===== config.mk =====
export PLATFORM = sky130hd
export DESIGN_NAME = cdt_dump
export DESIGN_NICKNAME = d
export VERILOG_FILES = /design/src/hdl/cdt_pkg.sv /design/src/hdl/cdt_sync.sv /design/src/hdl/cdt_dump.sv
export VERILOG_INCLUDE_DIRS = /design/src /design/src/hdl
export SDC_FILE = /design/constraint.sdc
export NUM_CORES = 2
export LEC_CHECK = 0
export BUFFER_PORTS_ARGS = -buffer_cell sky130_fd_sc_hd__buf_2
export CAP_MARGIN = 20
export CELL_PAD_IN_SITES_DETAIL_PLACEMENT = 0
export CELL_PAD_IN_SITES_GLOBAL_PLACEMENT = 2
export CORE_MARGIN = 2
export CORE_UTILIZATION = 45
export CTS_BUF_LIST = sky130_fd_sc_hd__clkbuf_4 sky130_fd_sc_hd__clkbuf_8
export DETAILED_ROUTE_END_ITERATION = 12
export PLACE_DENSITY_LB_ADDON = 0.1
export SLEW_MARGIN = 20
export SYNTH_ARGS = -nofsm -noshare
export SYNTH_HDL_FRONTEND = slang
export SYNTH_SLANG_ARGS = --single-unit

===== constraint.sdc =====
create_clock -name core_clk -period 3.68 [get_ports core_clk]
set_clock_uncertainty 0.2 [all_clocks]
set_input_delay 0.736 -clock core_clk [delete_from_list [all_inputs] [get_ports core_clk]]
set_output_delay 0.736 -clock core_clk [all_outputs]
set_load 0.02 [all_outputs]

===== src/hdl/cdt_regs.svh =====
/*
  Constants for the correlator dump transfer block: word layout, timing
  counts and sizes. Assumes a 50 MHz core clock.
*/
`ifndef CDT_REGS_SVH
`define CDT_REGS_SVH

`define CDT_CLK_MHZ          50
`define CDT_WORD_W           16
`define CDT_MARK_BIT         15
`define CDT_CNT_W            20
`define CDT_ACF_W            28
`define CDT_ACF_DROP         8
`define CDT_DUMP_SEC_LONG    10
`define CDT_DUMP_SEC_SHORT   1
`define CDT_DUMP_CYC_LONG    (`CDT_DUMP_SEC_LONG * `CDT_CLK_MHZ * 1000000)
`define CDT_DUMP_CYC_SHORT   (`CDT_DUMP_SEC_SHORT * `CDT_CLK_MHZ * 1000000)
`define CDT_HI_LEN           5
`define CDT_LO_LEN           15

`endif


===== src/hdl/cdt_pkg.sv =====
/*
  Types for the correlator dump transfer block.
  Assumes the constants header is compiled alongside.
*/
package cdt_pkg;
  // Word handed to the host port
  typedef struct packed {
    logic        valid;
    logic [15:0] data;
  } cdt_word_type;

  // Host read request
  typedef struct packed {
    logic        rd;
    logic        done;
  } cdt_req_type;

  typedef enum logic [2:0] {
    CDT_IDLE = 3'b001,
    CDT_HI   = 3'b010,
    CDT_LO   = 3'b100
  } cdt_state_type;
endpackage


===== src/hdl/cdt_sync.sv =====
/*
  Two flip-flop synchroniser with rising-edge pulse output.
  Assumes the input comes from outside the core clock domain.
*/
`timescale 1ns/1ns
`default_nettype none
module cdt_sync
(
  input  wire logic core_clk,
  input  wire logic rstn,
  input  wire logic async_in,
  output logic      level_out,
  output logic      rise_out
);
  logic s1_reg;
  logic s2_reg;
  logic s3_reg;

  // First stage read only by the second stage
  always_ff @(posedge core_clk)
  begin
    if (!rstn)
    begin
      s1_reg <= 1'b0;
      s2_reg <= 1'b0;
      s3_reg <= 1'b0;
    end
    else
    begin
      s1_reg <= async_in;
      s2_reg <= s1_reg;
      s3_reg <= s2_reg;
    end
  end

  assign level_out = s2_reg;
  assign rise_out  = s2_reg & ~s3_reg;
endmodule // cdt_sync
`default_nettype wire


===== src/hdl/cdt_dump.sv =====
/*
  Correlator dump transfer: two counter banks, a dump timer locked to the
  observatory reference tick, and a word port the host reads at its pace.
  Assumes the counter front end writes accumulation values on acc_we, and
  the host pulses rd to take each word.
*/
`timescale 1ns/1ns
`default_nettype none
`include "cdt_regs.svh"
// Functional notes
// - Raise an interrupt pulse at every integration period end.
// - Two banks: one accumulates, the other holds the previous dump.
// - Marker bit alternates one and zero across successive words.
// - Dump timing restarts on the observatory reference clock tick.
// - First counter word per receiver is the attempt total.
// - Even words carry one in the marker bit, odd words zero.
// - Each 20-bit value goes out as two consecutive words.
// - Autocorrelation counters drop their eight low bits before sending.
// - Data-available raises when ready, drops once host took all.
module cdt_dump
#(
  parameter int DEPTH      = 64,
  parameter int AW         = 6,
  parameter int DUMP_LONG  = `CDT_DUMP_CYC_LONG,
  parameter int DUMP_SHORT = `CDT_DUMP_CYC_SHORT
)
(
  input  wire logic                 core_clk,
  input  wire logic                 rstn,
  input  wire logic                 ref_tick,
  input  wire logic                 dump_long,
  input  wire logic                 acc_we,
  input  wire logic [AW-1:0]        acc_addr,
  input  wire logic                 acc_is_acf,
  input  wire logic [27:0]          acc_val,
  input  wire cdt_pkg::cdt_req_type host_req,
  output cdt_pkg::cdt_word_type     host_word,
  output logic                      dump_irq,
  output logic                      data_avail,
  output logic                      bank_sel
);
  logic [19:0]          bank0 [DEPTH];
  logic [19:0]          bank1 [DEPTH];
  logic [31:0]          tmr_reg;
  logic                 bank_reg;
  logic                 avail_reg;
  logic                 irq_reg;
  logic [AW-1:0]        rptr_reg;
  logic                 half_reg;
  logic                 mark_reg;
  logic [15:0]          word_reg;
  logic                 valid_reg;
  logic                 long_lvl;
  logic                 tick_rise;
  wire  [31:0]          period;
  wire                  dump_end;
  wire  [19:0]          acc_sel;
  wire  [19:0]          rd_val;
  wire                  take;
  wire                  last;

  // Reference tick arrives from another clock domain
  cdt_sync u_sync
  (
    .core_clk  (core_clk),
    .rstn      (rstn),
    .async_in  (ref_tick),
    .level_out (),
    .rise_out  (tick_rise)
  );

  // Period switch is a panel level from outside the core clock domain;
  // a change takes effect two cycles late, which no dump can notice
  cdt_sync u_long_sync
  (
    .core_clk  (core_clk),
    .rstn      (rstn),
    .async_in  (dump_long),
    .level_out (long_lvl),
    .rise_out  ()
  );

  // Period select and end of integration
  assign period   = long_lvl ? 32'(DUMP_LONG) : 32'(DUMP_SHORT);
  assign dump_end = tick_rise | (tmr_reg >= period - 32'h1);
  // Autocorrelation counts lose their low bits; power counts keep their low twenty bits
  assign acc_sel  = acc_is_acf ? acc_val[27:8] : acc_val[19:0];
  assign rd_val   = bank_reg ? bank0[rptr_reg] : bank1[rptr_reg];
  assign take     = host_req.rd & avail_reg;
  assign last     = half_reg & (rptr_reg == AW'(DEPTH - 1));

  // Dump timer; the reference tick realigns it so dumps carry true time
  always_ff @(posedge core_clk)
  begin
    if (!rstn)
      tmr_reg <= 32'h0;
    else if (dump_end)
      tmr_reg <= 32'h0;
    else
      tmr_reg <= tmr_reg + 32'h1;
  end

  // Accumulate into the active bank; entry 0 is the attempt count
  always_ff @(posedge core_clk)
  begin
    if (acc_we && !bank_reg)
      bank0[acc_addr] <= acc_sel;
    if (acc_we && bank_reg)
      bank1[acc_addr] <= acc_sel;
  end

  // Bank swap, interrupt and read pointer; swap restarts reading, so a
  // host that is late loses the old dump by design
  always_ff @(posedge core_clk)
  begin
    if (!rstn)
    begin
      bank_reg  <= 1'b0;
      irq_reg   <= 1'b0;
      avail_reg <= 1'b0;
      rptr_reg  <= '0;
      half_reg  <= 1'b0;
      mark_reg  <= 1'b1;
    end
    else if (dump_end)
    begin
      bank_reg  <= ~bank_reg;
      irq_reg   <= 1'b1;
      avail_reg <= 1'b1;
      rptr_reg  <= '0;
      half_reg  <= 1'b0;
      mark_reg  <= 1'b1;
    end
    else
    begin
      irq_reg <= 1'b0;
      if (take)
      begin
        half_reg <= ~half_reg;
        mark_reg <= ~mark_reg;
        if (half_reg)
          rptr_reg <= rptr_reg + AW'(1);
        if (last || host_req.done)
          avail_reg <= 1'b0;
      end
      else if (host_req.done)
        avail_reg <= 1'b0;
    end
  end

  // Output word: high part first, then low part, marker in top bit
  always_ff @(posedge core_clk)
  begin
    if (!rstn)
    begin
      word_reg  <= 16'h0;
      valid_reg <= 1'b0;
    end
    else
    begin
      valid_reg <= take & ~dump_end;
      if (take)
        word_reg <= half_reg ? {mark_reg, rd_val[14:0]}
                             : {mark_reg, 10'h0, rd_val[19:15]};
    end
  end

  assign host_word.valid = valid_reg;
  assign host_word.data  = word_reg;
  assign dump_irq        = irq_reg;
  assign data_avail      = avail_reg;
  assign bank_sel        = bank_reg;

  // Checker state: marker of the last word shown, and whether this dump
  // has shown one yet; a word shown in the dump_end cycle is the old dump's
  logic chk_mark_reg;
  logic chk_seen_reg;

  always_ff @(posedge core_clk)
  begin
    if (!rstn)
    begin
      chk_mark_reg <= 1'b0;
      chk_seen_reg <= 1'b0;
    end
    else if (dump_end)
      chk_seen_reg <= 1'b0;
    else if (host_word.valid)
    begin
      chk_mark_reg <= host_word.data[15];
      chk_seen_reg <= 1'b1;
    end
  end
endmodule // cdt_dump
`default_nettype wire


; ---- Yosys cells after proc, flatten, opt, wreduce, memory -nomap -nowiden
; Memory sizes are Yosys's and may differ from the RTL's. A register that Yosys moved wholly into a read port is not among the register bits.
; Cells that the tools add are included.
[classes]
add_sub_neg = 3
n_lt_le_gt_ge = 1
eq_ne = 2
muxes = 17
bitwise_logic = 11
reduce_logical = 8
[ops]
columns = operator, count
row1 = two-way mux 20 bit, 2
row2 = "adder 32 x 1 -> 32 bit, second input constant", 1
row3 = greater-or-equal comparator 32 bit, 1
row4 = "subtractor 29 x 1 -> 30 bit, second input constant", 1
row5 = two-way mux 29 bit, 1
row6 = two-way mux 6 bit, 4
row7 = two-way mux 15 bit, 1
row8 = two-way mux 1 bit, 9
row9 = "adder 6 x 1 -> 6 bit, second input constant", 1
row10 = "equality test 6 bit, second input constant", 1
row11 = NOT 1 bit, 6
row12 = AND 1 bit, 4
row13 = AND reduction 2 bit, 2
row14 = "inequality test 3 x 2 -> 1 bit, second input constant", 1
row15 = nonzero test 3 bit, 1
row16 = logical AND 1 bit, 2
row17 = OR reduction 2 bit, 1
row18 = logical NOT 1 bit, 1
row19 = logical OR 1 bit, 1
row20 = bitwise OR 1 bit, 1
[word_totals]
regBits = 65
mem_bits_rw = 2560
input_bits = 42
out_inout_bits = 20
word_cells = 58
memories = 2
[mem_list]
columns = memory, words, word_bits, read_ports, rd_clocked_by_memory_dff, wr, line_no
row1 = bank0, 64, 20, 1, 1, 1, cdt_dump.sv:42  ; logic [19:0] bank0 [DEPTH];
row2 = bank1, 64, 20, 1, 1, 1, cdt_dump.sv:43  ; logic [19:0] bank1 [DEPTH];

; ---- Depth between registers and ports, before layout
[logic_depth]
depth_word = 6
depth_mapped = 12
depth_no_buf = 9

; ---- Modules after synthesis
; From an unflattened synthesis, not the netlist that was laid out.
[unflattened]
cells_unflattened = 4502
area_unflattened_um2 = 101424.8
[modules_own_cells]
columns = mod, n_inst, cells_per_inst, area_each_um2, seq_area_each_um2
row1 = cdt_dump, 1, 4488, 101239.6, 78195.0
row2 = cdt_sync, 2, 7, 92.6, 60.1

; ---- Worst setup path after synthesis
; OpenSTA, ideal clock, no wires.
[synth_path]
path_type = in2reg
start = input port acc_addr[4]
end = memory bank0[16][0] (enable)
setup_time_ns = 0.397
arrival_ns = 2.672
required_ns = 3.083
slack_ns = 0.411
cell_stages = 6
n_path_buf = 2
cell_sequence = clkbuf_1 -> or3b_2 -> clkbuf_1 -> inv_1 -> nand2_1 -> nor2_1
[synth_rtl]
columns = item, line_no
row1 = from (decl), cdt_dump.sv:33  ; input wire logic [AW-1:0] acc_addr,
row2 = to (decl), cdt_dump.sv:42
; No word-level cell before the write port.

; ---- Worst setup path in the final report
[layout_path]
start = register avail_reg (netlist: data_avail)
end = register word_reg[2]
[layout_via]
elab_chain_cells = 1
[layout_lines]
columns = item, line_no
row1 = from (decl), cdt_dump.sv:46  ; logic avail_reg;
row2 = from (signal assigned), cdt_dump.sv:120  ; avail_reg <= 1'b0;
row3 = from (signal assigned), cdt_dump.sv:129  ; avail_reg <= 1'b1;
row4 = from (signal assigned), cdt_dump.sv:144  ; avail_reg <= 1'b0;
row5 = AND 1 bit, cdt_dump.sv:89  ; assign take = host_req.rd & avail_reg;
row6 = to (signal assigned), cdt_dump.sv:163  ; word_reg <= half_reg ? {mark_reg, rd_val[14:0]}
row7 = to (decl), cdt_dump.sv:51  ; logic [15:0] word_reg;
; Every way passes these cells.
; A chain may end at the register's enable or synchronous reset.

==> metrics.txt <==
Setup TNS 0 ps; slowest cell on the critical path nor3b_1; port bufs 61; Post-Syn Instances 4,541; post-synthesis compound-gate area fraction 1.87%; synth warn 0; FF-to-FF path depth 5; root buffer cell clkbuf_8; Crit path required time 4490 ps; pre-CTS setup slack -151 ps; CTS tree done; flop2flop setup slack 150 ps; post-route minimum period 3530 ps; peak supply drop 0.393 mV; Critical Path AT 4340 ps; final core utilization 52.3%; wire per inst 33.1 um; unique cell type count in the Yosys netlist 58; commonest cells after routing, fill and taps aside 2,560 x edfxtp_1, 674 x mux4_2, 456 x clkbuf_8, 345 x buf_4, 144 x clkbuf_4; Post-synth EDFFs 2,560; Worst R2R End word_reg[2]; Final Hold Fails 0; Layout Nets 5,313; top-area cell type share of the netlist area 76.0%; Seq/Total Area, Yosys 77.4%; Simple-Gate Fraction of Synth Area 2.13%; largest net degree at the start of global routing 129; CP max stage delay 900 ps; final WL 284 mm; largest family of logic cells by synthesized area multiplexers; RSZ-0062 raised after global routing false; Worst slew margin 30.0%; Die Wd 478 um; Slew Viols, Final 0; Starting Density 45.1%; fmax 283 MHz; Overall Global Routing Usage 24.9%; first-pass GRT wire length 398 mm; syn avg cell area 22.3 um^2; Static Leak 36.5 nW; worst hold slack 124 ps; Max clock buf depth 4; Least-Margin Pin Slew 1050 ps; Fill cells 17,700; dpl hpwl 170 mm; critical-path cell list nand2_1 > buf_4 > nor3b_1 > nand3_1 > o31ai_1; Ports 62; row count 174; setup violators final 0; Synth Area in XOR/XNOR 0.286%; P&R area growth vs syn 16.0%; cts bufs inserted 441; post-synthesis mux area share 16.8%; DRC violation total after the first TritonRoute iteration 5,179; Hold Path Sink bank1[13][7]; Setup CP Type register to register; worst-path maximum fanout 22; commonest register cell after synthesis edfxtp_1; Post-synth ARST share 0%; CP startpoint kind register; clk_lat worst skew 1080 ps; post-synthesis adder-cell area fraction 0.198%; top post-synthesis cells by area edfxtp_1 76%, mux4_2 15%, dfxtp_1 1.4%; layout cells sized above 1 36.0%; routability congestion estimate 0.859; Post-Syn Area 0.101 mm^2; Hold Startpoint acc_val[7]; Synth area leader edfxtp_1; residual DRC count 0; commonest non-fill, non-tap cell in the layout edfxtp_1; synthesized flop and latch total 2,631; Clock Sinks 2,631; Core Region 0.224 mm^2; Reg area 0.0783 mm^2; Pre-Repair DR Iteration Count 7; RR Startpoint data_avail; power density over the cells 506 mW/mm^2; initial antenna violation count 22; Die Area 0.228 mm^2; Worst Hold Class input port to register; Tcrit/Tclk final 96.0%; Crit. End Element register; DIE HEIGHT 478 um; ANT nets after route 0; status complete, no violations; Via density 5.87; Max-cap violations 0; PnR worst setup slack 148 ps; number of global-route vias before repair 51,100; total power draw 59.4 mW; H-tree Lvls 5; Hold Path Cell Cnt 2; multi-input logic area 0.0220 mm^2; via count 50,400; Worst-path clk slew 70 ps; GR Overflow Total 0
-- worst max-delay path: cells and delay by family (launching register included) --
family / cells / cell delay [ps]
AO/OA/AOI/OAI: 1 / 470
buffers and inverters: 1 / 350
flip-flops: 1 / 490
AND/OR/NAND/NOR: 3 / 1920
-- layer usage --
layer	part of all wire [%]	global-route usage (%)	up-vias
met2	49	40.3	1860
met4	2.3	6.55	0
li1	-	-	20700
met5	0	0	-
met3	6.5	4.47	347
met1	42	35.2	27500
-- where the power goes --
group | total [mW] | internal, mW | switching [mW]
Sequential | 33.2 | 33.2 | 0.0384
Clock | 24.8 | 13.5 | 11.4
Combinational | 1.31 | 0.240 | 1.07
Total | 59.4 | 46.9 | 12.5
-- Yosys cell counts, drive strengths merged (2+ instances only) --
library cell,count
a221oi,24
or3,8
nand4b,4
nor3b,6
edfxtp,2560
a22oi,40
a311o,9
nand2,125
mux2,36
nand4,13
nor3,14
nand2b,6
and2,11
o22ai,46
o31ai,10
a211oi,7
o21ai,32
mux4,674
ha,16
o2111ai,5
o21a,2
xor2,21
nand3,51
o211ai,6
dfxtp,71
or4,2
a21oi,32
mux2i,142
and3,8
o22a,2
clkbuf,98
or3b,3
a31oi,17
nor2b,10
o221ai,7
a32oi,18
nand3b,7
nor2,210
inv,17
a22o,5
buf,139
or2,3
a21o,3
xnor2,12
-- kinds of logic after synthesis --
| logic type | Yosys count |
|---|---|
| compound gates | 270 |
| xor+xnor | 33 |
| fa+ha+maj | 16 |
| buf+inv | 254 |
| flops | 2631 |
| mux | 852 |
| other cells | 1 |
| simple gates | 484 |
-- stage by stage --
stage,instances,instance area [um^2]
after floorplan,4542,101000
after global placement,7791,109000
after detailed placement,7791,109000
after CTS,8569,117000
after global routing,8570,117000
final,8581,117000
-- area by class of cell --
type                    count  area share, %
diodes                     12         0.0256
clock buffers             600           6.27
clock inverters           165          0.805
inverters                  17         0.0608
multi-input cells        1657           18.7
flip-flops and latches   2631           66.8
well taps                2992           3.19
repair buffers            507           4.12
-- worst max path at each step --
stage / from / to / depth (start not counted)
detailed placement: register / word_reg[5] / 8
CTS: bank_sel / bank_sel / 2
floorplan: acc_addr[4] / bank0[16][0] / 6
finish: data_avail / word_reg[2] / 5
global placement: register / word_reg[5] / 8
global route: data_avail / word_reg[2] / 5
-- repair_timing --
item / 4_1_cts / 5_1_grt
hold buffers: 9 / 0
resized for setup: 3 / 0
endpoints found under the hold margin: 37 / 0
setup endpoints to repair: 5 / 0
buffers inserted: 4 / 0
(Power assumes the default switching activity.)
